### src/pkg/mailbox_pkg.sv
// shared constants and carrier types for the interprocessor mailbox
// assumes both agent ports and the mailbox share one clock and one reset
package mailbox_pkg;

    // ------------------------------------------------------------
    // widths and register byte offsets
    // ------------------------------------------------------------
    localparam int unsigned ADDR_W         = 4;
    localparam int unsigned DATA_W         = 32;
    localparam logic [3:0]  CMD_OFFSET     = 4'h0;
    localparam logic [3:0]  PTR_OFFSET     = 4'h4;
    localparam logic [3:0]  STATE_OFFSET   = 4'h8;
    localparam logic [3:0]  MASK_OFFSET    = 4'hc;

    // ------------------------------------------------------------
    // field positions and reset values
    // ------------------------------------------------------------
    localparam int unsigned PEND_BIT       = 0;
    localparam int unsigned FULL_BIT       = 1;
    localparam int unsigned PEND_MASK_BIT  = 0;
    localparam int unsigned SPACE_MASK_BIT = 1;
    localparam logic        RESET_FLAG     = 1'b0;
    localparam logic [31:0] RESET_WORD     = 32'h0000_0000;

    // ------------------------------------------------------------
    // timing: answer comes after one wait cycle on both ports
    // ------------------------------------------------------------
    localparam int unsigned READ_WAIT_CYCLES = 1;

    // ------------------------------------------------------------
    // carrier and state types
    // ------------------------------------------------------------
    typedef struct packed {
        logic [ADDR_W-1:0] address;
        logic              read;
        logic              write;
        logic [DATA_W-1:0] writedata;
    } agent_req_t;

    typedef struct packed {
        logic [DATA_W-1:0] readdata;
        logic              readdatavalid;
        logic              waitrequest;
    } agent_rsp_t;

    typedef struct packed {
        logic [DATA_W-1:0] readdata;
        logic              valid;
    } port_state_t;

    typedef struct packed {
        logic [DATA_W-1:0] command;
        logic [DATA_W-1:0] pointer;
        logic              full;
        logic              mask_pend;
        logic              mask_space;
    } mbox_state_t;

endpackage : mailbox_pkg

### src/design/agent_read_port.sv
// read side of one agent port: address decode and registered read data
// assumes the host holds read for one wait cycle and samples in the second
`timescale 1ns/1ns
`default_nettype none

module agent_read_port (
    input  wire logic        clock,
    input  wire logic        resetn,
    input  wire logic        read,
    input  wire logic [3:0]  address,
    input  wire logic [31:0] command_word,
    input  wire logic [31:0] payload_pointer,
    input  wire logic [31:0] mailbox_state,
    input  wire logic [31:0] mask_word,
    output logic             take,
    output logic [31:0]      readdata,
    output logic             readdatavalid
);

    // ------------------------------------------------------------
    // state
    // ------------------------------------------------------------
    mailbox_pkg::port_state_t cur;
    mailbox_pkg::port_state_t next_cur;

    // one read per answer: the cycle after a take is the answer cycle
    assign take = read && !cur.valid;

    // decode, unmapped addresses answer zero
    always_comb begin
        next_cur       = cur;
        next_cur.valid = take;
        if (take) begin
            case (address)
                mailbox_pkg::CMD_OFFSET:   next_cur.readdata = command_word;
                mailbox_pkg::PTR_OFFSET:   next_cur.readdata = payload_pointer;
                mailbox_pkg::STATE_OFFSET: next_cur.readdata = mailbox_state;
                mailbox_pkg::MASK_OFFSET:  next_cur.readdata = mask_word;
                default:                   next_cur.readdata = mailbox_pkg::RESET_WORD;
            endcase
        end
    end

    // register the copy
    always_ff @(posedge clock or negedge resetn) begin
        if (!resetn) begin
            cur.readdata <= mailbox_pkg::RESET_WORD;
            cur.valid    <= 1'b0;
        end else begin
            cur <= next_cur;
        end
    end

    assign readdata      = cur.readdata;
    assign readdatavalid = cur.valid;

endmodule : agent_read_port

`default_nettype wire

### src/design/interprocessor_mailbox.sv
// single-message mailbox between a sending and a receiving processor
// assumes both agent ports run on the mailbox clock; no crossing inside
`timescale 1ns/1ns
`default_nettype none

module interprocessor_mailbox #(
    parameter bit MSG_SPACE_NOTIFY = 1'b0
) (
    input  wire logic                    clock,
    input  wire logic                    resetn,
    input  wire mailbox_pkg::agent_req_t snd_req,
    output mailbox_pkg::agent_rsp_t      snd_rsp,
    input  wire mailbox_pkg::agent_req_t rcv_req,
    output mailbox_pkg::agent_rsp_t      rcv_rsp,
    output logic                         irq_msg,
    output logic                         irq_space
);

    // ------------------------------------------------------------
    // state and derived words
    // ------------------------------------------------------------
    mailbox_pkg::mbox_state_t cur;
    mailbox_pkg::mbox_state_t next_cur;

    logic [31:0] status_word;
    logic [31:0] mask_word;
    logic        snd_msg_addr;
    logic        snd_wait;
    logic        snd_write_take;
    logic        rcv_read_take;
    logic        rcv_consume;
    logic [31:0] snd_readdata;
    logic        snd_readvalid;
    logic [31:0] rcv_readdata;
    logic        rcv_readvalid;

    // ------------------------------------------------------------
    // status and mask words as seen by both ports
    // ------------------------------------------------------------

    // one message deep, so pending and full always agree
    // poll view of the flag
    always_comb begin
        status_word                          = mailbox_pkg::RESET_WORD;
        status_word[mailbox_pkg::PEND_BIT]   = cur.full;
        status_word[mailbox_pkg::FULL_BIT]   = cur.full;
        mask_word                            = mailbox_pkg::RESET_WORD;
        mask_word[mailbox_pkg::PEND_MASK_BIT]  = cur.mask_pend;
        mask_word[mailbox_pkg::SPACE_MASK_BIT] = cur.mask_space;
    end

    // ------------------------------------------------------------
    // sender write acceptance
    // ------------------------------------------------------------

    // only message words stall, so the sender can still poll and mask
    // stall while full
    assign snd_msg_addr   = (snd_req.address == mailbox_pkg::CMD_OFFSET)
                         || (snd_req.address == mailbox_pkg::PTR_OFFSET);
    assign snd_wait       = snd_req.write && snd_msg_addr && cur.full;
    assign snd_write_take = snd_req.write && !snd_wait;

    assign rcv_consume    = rcv_read_take && (rcv_req.address == mailbox_pkg::CMD_OFFSET);

    // ------------------------------------------------------------
    // next state
    // ------------------------------------------------------------
    always_comb begin
        next_cur = cur;

        // consume first so that a same-cycle set would win
        // command read clears
        if (rcv_consume) begin
            next_cur.full = 1'b0;
        end

        // sender writes; pointer normally goes before command
        if (snd_write_take) begin
            case (snd_req.address)
                mailbox_pkg::CMD_OFFSET: begin
                    next_cur.command = snd_req.writedata;
                    next_cur.full    = 1'b1;
                end
                mailbox_pkg::PTR_OFFSET: begin
                    next_cur.pointer = snd_req.writedata;
                end
                mailbox_pkg::MASK_OFFSET: begin
                    next_cur.mask_space = snd_req.writedata[mailbox_pkg::SPACE_MASK_BIT];
                end
                default: begin
                    next_cur.mask_space = cur.mask_space;
                end
            endcase
        end

        // receiver may only change its own mask bit
        // other receiver writes dropped
        if (rcv_req.write && (rcv_req.address == mailbox_pkg::MASK_OFFSET)) begin
            next_cur.mask_pend = rcv_req.writedata[mailbox_pkg::PEND_MASK_BIT];
        end
    end

    // register the copy
    // flags and masks clear at reset
    always_ff @(posedge clock or negedge resetn) begin
        if (!resetn) begin
            cur.command    <= mailbox_pkg::RESET_WORD;
            cur.pointer    <= mailbox_pkg::RESET_WORD;
            cur.full       <= mailbox_pkg::RESET_FLAG;
            cur.mask_pend  <= mailbox_pkg::RESET_FLAG;
            cur.mask_space <= mailbox_pkg::RESET_FLAG;
        end else begin
            cur <= next_cur;
        end
    end

    // ------------------------------------------------------------
    // read ports
    // ------------------------------------------------------------

    // sender reads have no side effect on the mailbox
    agent_read_port u_snd_read (
        .clock           (clock),
        .resetn          (resetn),
        .read            (snd_req.read),
        .address         (snd_req.address),
        .command_word    (cur.command),
        .payload_pointer (cur.pointer),
        .mailbox_state   (status_word),
        .mask_word       (mask_word),
        .take            (),
        .readdata        (snd_readdata),
        .readdatavalid   (snd_readvalid)
    );

    agent_read_port u_rcv_read (
        .clock           (clock),
        .resetn          (resetn),
        .read            (rcv_req.read),
        .address         (rcv_req.address),
        .command_word    (cur.command),
        .payload_pointer (cur.pointer),
        .mailbox_state   (status_word),
        .mask_word       (mask_word),
        .take            (rcv_read_take),
        .readdata        (rcv_readdata),
        .readdatavalid   (rcv_readvalid)
    );

    // ------------------------------------------------------------
    // port answers
    // ------------------------------------------------------------
    always_comb begin
        snd_rsp.readdata      = snd_readdata;
        snd_rsp.readdatavalid = snd_readvalid;
        snd_rsp.waitrequest   = snd_wait;
        // receiver never stalls, its latency is fixed
        rcv_rsp.readdata      = rcv_readdata;
        rcv_rsp.readdatavalid = rcv_readvalid;
        rcv_rsp.waitrequest   = 1'b0;
    end

    // ------------------------------------------------------------
    // interrupts, levels from registered state
    // ------------------------------------------------------------

    assign irq_msg   = cur.full && cur.mask_pend;

    // level stays up while empty, so a late unmask still notifies
    // present only when built in
    assign irq_space = MSG_SPACE_NOTIFY && !cur.full && cur.mask_space;

endmodule : interprocessor_mailbox

`default_nettype wire

### config.mk
export PLATFORM = sky130hd
export DESIGN_NAME = interprocessor_mailbox
export DESIGN_NICKNAME = d
export VERILOG_FILES = /design/src/pkg/mailbox_pkg.sv /design/src/design/agent_read_port.sv /design/src/design/interprocessor_mailbox.sv
export SDC_FILE = /design/constraint.sdc
export NUM_CORES = 1
export LEC_CHECK = 0
export ABC_AREA = 1
export BUFFER_PORTS_ARGS = -buffer_cell sky130_fd_sc_hd__buf_2
export CELL_PAD_IN_SITES_DETAIL_PLACEMENT = 1
export CELL_PAD_IN_SITES_GLOBAL_PLACEMENT = 1
export CORE_ASPECT_RATIO = 2
export CORE_MARGIN = 5
export CORE_UTILIZATION = 40
export CTS_BUF_LIST = sky130_fd_sc_hd__clkbuf_2 sky130_fd_sc_hd__clkbuf_4 sky130_fd_sc_hd__clkbuf_8
export DETAILED_ROUTE_END_ITERATION = 8
export GPL_ROUTABILITY_DRIVEN = 0
export PLACE_DENSITY_LB_ADDON = 0.1
export SYNTH_ARGS = -nofsm -noshare
export SYNTH_HDL_FRONTEND = slang
export SYNTH_SLANG_ARGS = --single-unit
### constraint.sdc
create_clock -name clock -period 1.3 [get_ports clock]
set_input_delay 0.26 -clock clock [delete_from_list [all_inputs] [get_ports clock]]
set_output_delay 0.26 -clock clock [all_outputs]
set_load 0.05 [all_outputs]
==> results of run 1 <==
[worst min-delay path: cells and delay by family]
kind                   cells  cell delay (ns)
buffers and inverters      1             0.09
and+or+nand+nor            2             0.12
[metrics by stage]
step | setup TNS [ns] | setup WS [ns] | area (sq um) | cells
5_1_grt | -7.523 | -0.2474 | 8715 | 1156
3_5_place_dp | -14.59 | -0.2527 | 7164 | 1069
3_3_place_gp | -11.42 | -0.1935 | 7164 | 1069
6_report | -2.755 | -0.1874 | 8715 | 1156
2_1_floorplan | 0 | 0.1108 | 6070 | 759
4_1_cts | -1.434 | -0.2166 | 8140 | 1113
[cells in the final DEF (no fill, tap or decap), types with 2 or more instances in the layout]
| cell type | count |
|---|---|
| buf_2 | 45 |
| clkinvlp_4 | 5 |
| o22ai_1 | 60 |
| o21ai_0 | 7 |
| inv_1 | 73 |
| nand2_8 | 3 |
| buf_8 | 3 |
| nor2_1 | 3 |
| inv_2 | 5 |
| nand2_2 | 3 |
| conb_1 | 2 |
| buf_6 | 72 |
| clkbuf_16 | 7 |
| clkbuf_8 | 21 |
| nand3_1 | 77 |
| dfrtp_1 | 132 |
| buf_12 | 17 |
| nand2_1 | 334 |
| nand3_2 | 3 |
| bufinv_16 | 2 |
| buf_4 | 72 |
| nor2_2 | 2 |
| nor2_4 | 3 |
[final cells by class]
type                       count  area share
multi-input combinational    498      0.2559
timing repair buffer         218      0.2495
sequential                   133      0.3821
tap                          195     0.02800
clock inverter                10     0.01378
clock buffer                  22     0.03403
inverter                      79     0.03546
timing repair inverter         1    0.001292
[cell families after synthesis]
family / after synthesis
compound gates: 67
flops: 133
simple gates: 429
other cells: 1
buf+inv: 128
[state kept, by name (all words and copies together), names as in the netlist]
signal	cells
u_snd_read.readdatavalid	1
u_rcv_read.readdata	32
u_rcv_read.readdatavalid	1
cur	67
u_snd_read.readdata	32
[worst max path at each step]
stage / endpoint / slack [ns] / cells after the start
after floorplan: u_rcv_read.readdata[0] / 0.11 / 5
after global placement: u_snd_read.readdata[29] / -0.19 / 7
after detailed placement: u_snd_read.readdata[29] / -0.25 / 7
after CTS: irq_msg / -0.22 / 4
after global routing: snd_rsp[0] / -0.25 / 5
final: snd_rsp[0] / -0.19 / 5
[power by group]
| group | internal [mW] | switching (mW) |
|---|---|---|
| Combinational | 0.903 | 1.50 |
| Sequential | 4.67 | 0.354 |
| Clock | 1.93 | 1.73 |
| Total | 7.51 | 3.58 |
[layer usage]
metal | GRT usage | part of all wire | vias to the layer above
li1 | - | - | 2771
met1 | 0.2266 | 0.35 | 2932
met2 | 0.4754 | 0.57 | 155
met3 | 0.03409 | 0.030 | 65
met4 | 0.1316 | 0.048 | 0
met5 | 0 | 0 | -
[timing repair]
| item | 4_1_cts | 5_1_grt |
|---|---|---|
| pin swaps | 0 | 1 |
| gates resized for setup | 140 | 27 |
| setup buffers | 10 | 33 |
| endpoints found under the setup margin | 87 | 143 |
| hold endpoints to repair | 82 | 0 |
| hold buffers | 1 | 0 |
| gates cloned | 1 | 11 |
==> metrics.md, run 1 <==
| Metric | Value |
|---|---|
| Slowest cell on the critical path | dfrtp_1 |
| H-tree levels | 4 |
| Endpoints failing setup | 64 |
| WL per Instance | 19.38 um |
| Final worst path period share | 1.144 |
| Largest family of logic cells by synthesized area | simple AND/OR/NAND/NOR gates |
| Vias/cell | 5.124 |
| Number of synthesized flops with an enable pin | 0 |
| Arrival @ worst endpoint | 1.23 ns |
| Area delta synth->final | 43.67% |
| YS warnings | 0 |
| RSZ-0062 raised after global routing | yes |
| Seq cells post-synth | 133 |
| Hold Path Class | in2reg |
| Synth Area in Adders | 0 |
| Yosys cell types | 18 |
| Worst reg-to-reg path cell count | 10 |
| Startpoint types | flip-flop |
| Min-delay src | snd_req[26] |
| Post-Syn Area | 6066 sq um |
| # nets final | 1026 |
| Sequential cell area | 3329 sq um |
| Post-DP HPWL | 14060 um |
| First-pass GRT wire length | 33220 um |
| Final ANT Viol Nets | 0 |
| Slew Viols, Final | 0 |
| Total grt overflow | 0 |
| Kind of critical path | reg2out |
| Number of global-route vias before repair | 6563 |
| Post-synthesis mux area share | 0 |
| GRT Total Usage | 0.2377 |
| Crit. End Element | primary output |
| Post-Synth XOR/XNOR Area | 0 |
| Clock network latency to the later pin of the worst-skew pair | 0.46 ns |
| Commonest cells in the netlist | 338 x nand2_1, 133 x dfrtp_1, 79 x nand3_1 |
| Clock tree buffer depth | 2 |
| Die H | 184.2 um |
| Crit path cell chain | nand2_1 > inv_1 > nand3_2 > inv_2 > buf_8 |
| Number of buffers created by CTS | 17 |
| Synth top area share | 0.5487 |
| Post-synth top flop | dfrtp_1 |
| FILL cells | 1758 |
| Peak Freq | 0.6723 GHz |
| Hold path depth | 3 |
| Async SR Flop Fraction | 1.000 |
| Cells after synthesis | 758 |
| Worst setup skew after layout | 0.01335 ns |
| Top post-synthesis cells by area | dfrtp_1 55%, nand2_1 21%, nand3_1 6.5%, o22ai_1 6.2%, inv_1 4.6% |
| Buffers added on ports | 114 |
| Routed vias | 5923 |
| Crit. Startpoint | cur[2] |
| Root buffer selected by CTS | clkbuf_8 |
| Initial antenna violation count | 0 |
| Most used standard cell by instance count after synthesis | nand2_1 |
| DRT iter0 DRCs | 220 |
| R2r setup slk | -0.11 ns |
| Fin crit period | 1.487 ns |
| Largest net degree at the start of global routing | 44 |
| Outcome | complete, but fails checks |
| Layout Utilization | 0.5850 |
| Antenna cells | 0 |
| Crit path max fanout | 2 |
| Max stage delay on crit path | 0.36 ns |
| Pwr Density | 1272 nW/um^2 |
| Pwr Total | 11.09 mW |
| Clock-pin transition on the worst setup and hold timing paths | 0.08 ns |
| CP Buf/Inv Count | 3 |
| Fin. Hold Viols | 0 |
| Final worst slack | -0.1874 ns |
| Average size of a mapped cell | 8.002 sq um |
| Post-route DRC | 0 |
| Starting density of the core | 0.4072 |
| Layout cells sized above 1 | 0.2820 |
| Die area | 17880 sq um |
| Hold Path End | cur[61] |
| Drt total wl | 22410 um |
| Max-Cap Viols | 0 |
| TritonCTS clock tree | done |
| Reg2reg start | cur[2] |
| Multi-input gate area | 2230 sq um |
| TritonCTS Sinks | 133 |
| Cell accounting for the most synthesized area | dfrtp_1 |
| Register area share after synthesis | 0.5487 |
| Core Area | 14900 sq um |
| FP Rows | 63 |
| Die Wd | 97.08 um |
| CP Data Required Time | 1.04 ns |
| I/O pin total | 148 |
| Reg2reg end | cur[17] |
| P_leak | 4.799 nW |
| Pre-antenna DRT Iters | 4 |
| Post-synthesis compound-gate area fraction | 0.06766 |
| Failing checks | setup timing |
| Hold slack | 0.04080 ns |
| Peak VDD IR | 0.7486 mV |
| Simple-gate share of the synthesized area | 0.2861 |
| Top delay family on crit path | flip-flops |
(Power assumes the default switching activity.)
==> run 2, diff against run 1 <==
--- a/config.mk
+++ b/config.mk
@@ -16,6 +16,7 @@
 export DETAILED_ROUTE_END_ITERATION = 8
 export GPL_ROUTABILITY_DRIVEN = 0
 export PLACE_DENSITY_LB_ADDON = 0.1
+export RECOVER_POWER = 25
 export SYNTH_ARGS = -nofsm -noshare
 export SYNTH_HDL_FRONTEND = slang
 export SYNTH_SLANG_ARGS = --single-unit
==> metrics.md, run 2 (synthesis results as in run 1) <==
| Metric | Value |
|---|---|
| Hold Path Class | in2reg (unchanged) |
| Design area | 8695 sq um (was 8715 sq um) |
| TritonCTS clock tree | done (unchanged) |
| Vias/cell | 5.125 (was 5.124) |
| Area delta synth->final | 43.34% (was 43.67%) |
| Fin crit period | 1.489 ns (was 1.487 ns) |
| H-tree levels | 4 (unchanged) |
| Layout cells sized above 1 | 0.2820 (unchanged) |
| Placed Area | 7164 sq um (unchanged) |
| Commonest non-fill, non-tap cell in the layout | nand2_1 (unchanged) |
| Routed vias | 5924 (was 5923) |
| Kind of critical path | reg2out (unchanged) |
| Die Wd | 97.08 um (unchanged) |
| P_leak | 4.791 nW (was 4.799 nW) |
| Buffers added on ports | 114 (unchanged) |
| GRT Total Usage | 0.2377 (unchanged) |
| Pre-antenna DRT Iters | 4 (unchanged) |
| Post-DP HPWL | 14060 um (unchanged) |
| # nets final | 1026 (unchanged) |
| Max-Cap Viols | 0 (unchanged) |
| Arrival @ worst endpoint | 1.23 ns (about the same) |
| Endpoints failing setup | 64 (unchanged) |
| Root buffer selected by CTS | clkbuf_8 (unchanged) |
| Startpoint types | flip-flop (unchanged) |
| Drt total wl | 22410 um (about the same) |
| Number of buffers created by CTS | 17 (unchanged) |
| TritonCTS Sinks | 133 (unchanged) |
| Clock network latency to the later pin of the worst-skew pair | 0.46 ns (about the same) |
| FILL cells | 1760 (was 1758) |
| Worst setup skew after layout | 0.01335 ns (about the same) |
| Number of flip-flops under the largest register name | 67 (unchanged) |
| Failing checks | setup timing (unchanged) |
| Clock tree buffer depth | 2 (unchanged) |
| Initial antenna violation count | 0 (unchanged) |
| Post-route DRC | 0 (unchanged) |
| Crit path max fanout | 2 (unchanged) |
| RSZ-0062 raised after global routing | yes (unchanged) |
| Slew @ Worst Pin | 0.7910 ns |
| Final worst path period share | 1.145 (was 1.144) |
| CP Data Required Time | 1.04 ns (about the same) |
| Slew headroom | 0.4727 |
| Total grt overflow | 0 (unchanged) |
| First-pass GRT wire length | 33220 um (unchanged) |
| WL per Instance | 19.39 um (was 19.38 um) |
| DRT iter0 DRCs | 220 (unchanged) |
| Number of global-route vias before repair | 6563 (unchanged) |
| Crit. End Element | primary output (unchanged) |
| Final ANT Viol Nets | 0 (unchanged) |
| Clock-pin transition on the worst setup and hold timing paths | 0.08 ns (about the same) |
| Layout Utilization | 0.5836 (was 0.5850) |
| Min-delay src | snd_req[26] (unchanged) |
| Most frequent cells in the layout | 334 x nand2_1, 132 x dfrtp_1, 77 x nand3_1, 73 x inv_1, 72 x buf_6 (was 334 x nand2_1, 132 x dfrtp_1, 77 x nand3_1, 73 x inv_1) |
| Starting density of the core | 0.4072 (unchanged) |
| Final worst slack | -0.1889 ns (was -0.1874 ns) |
| Antenna cells | 0 (unchanged) |
| FP Rows | 63 (unchanged) |
| Crit. Startpoint | cur[2] (unchanged) |
| Largest registers | cur (67), u_rcv_read.readdata (32), u_snd_read.readdata (32) (unchanged) |
| Reg with most FFs | cur (unchanged) |
| I/O pin total | 148 (unchanged) |
| Die area | 17880 sq um (unchanged) |
| Peak VDD IR | 0.7486 mV (about the same) |
| Slew Viols, Final | 0 (unchanged) |
| Core Area | 14900 sq um (unchanged) |
| Peak Freq | 0.6716 GHz (was 0.6723 GHz) |
| Reg2reg start | cur[2] (unchanged) |
| Fin. Hold Viols | 0 (unchanged) |
| Pwr Density | 1274 nW/um^2 (was 1272 nW/um^2) |
| Die H | 184.2 um (unchanged) |
| Largest net degree at the start of global routing | 44 (unchanged) |
| Outcome | complete, but fails checks (unchanged) |
| Hold slack | 0.03934 ns (was 0.04080 ns) |
-- run 2: changes by cell type in the layout (fill, tap and decap cells not counted) --
cell	before	now
buf_8	3	4
buf_12	17	15
clkbuf_4	1	2
clkbuf_2	0	1
buf_4	72	71
-- run 2: timing repair --
action,4_1_cts,5_1_grt
gates resized for setup,140,27
buffers inserted,10,33
pin swaps,0,1
cloned,1,11
hold buffers,1,0
endpoints found under the setup margin,87,143
hold endpoints to repair,82,0
-- run 2: critical path: stages (launching register included) --
cell     delay (ns)
dfrtp_1        0.36
nand2_1        0.06
inv_1          0.06
nand3_2        0.07
inv_2          0.08
buf_8          0.15
-- run 2: per-layer routing --
layer	up-vias	GRT usage	share of wire
li1	2771	-	-
met1	2931	0.2266	0.35
met2	158	0.4754	0.57
met3	64	0.03409	0.031
met4	0	0.1316	0.048
met5	-	0	0
-- run 2: worst paths after layout --
check	endpoint	slack (ns)	cells past startpoint
max	snd_rsp[0]	-0.19	5
min	cur[61]	0.04	3
max reg2reg	cur[17]	-0.11	10
min reg2reg	cur[8]	0.48	2
max in group asynchronous	u_rcv_read.readdata[15]	0.12	3
min in group asynchronous	u_snd_read.readdata[10]	0.42	2
-- run 2: layout make-up --
cell class	instances	area, sq um	area share
Clock inverter	10	120.1	0.01381
Sequential cell	133	3329	0.3829
Timing Repair Buffer	218	2155	0.2478
Tap cell	195	244.0	0.02806
Multi-Input combinational cell	498	2230	0.2564
Timing Repair inverter	1	11.26	0.001295
Inverter	79	309.0	0.03554
Clock buffer	22	296.5	0.03411
-- run 2: metrics by stage --
| step | TNS [ns] | total power [mW] | instances | setup slack [ns] |
|---|---|---|---|---|
| floorplan | 0 | 6.300 | 759 | 0.1108 |
| CTS | -1.434 | 10.99 | 1113 | -0.2166 |
| finish | -2.771 | 11.08 | 1156 | -0.1889 |
| global placement | -11.42 | 6.951 | 1069 | -0.1935 |
| global route | -8.157 | 11.62 | 1156 | -0.2474 |
| detailed placement | -14.59 | 7.088 | 1069 | -0.2527 |
-- run 2: power by group --
| part | internal [mW] | total, mW | switching (mW) |
|---|---|---|---|
| combinational | 0.896 | 2.40 | 1.50 |
| sequential | 4.67 | 5.02 | 0.354 |
| clock | 1.93 | 3.66 | 1.73 |
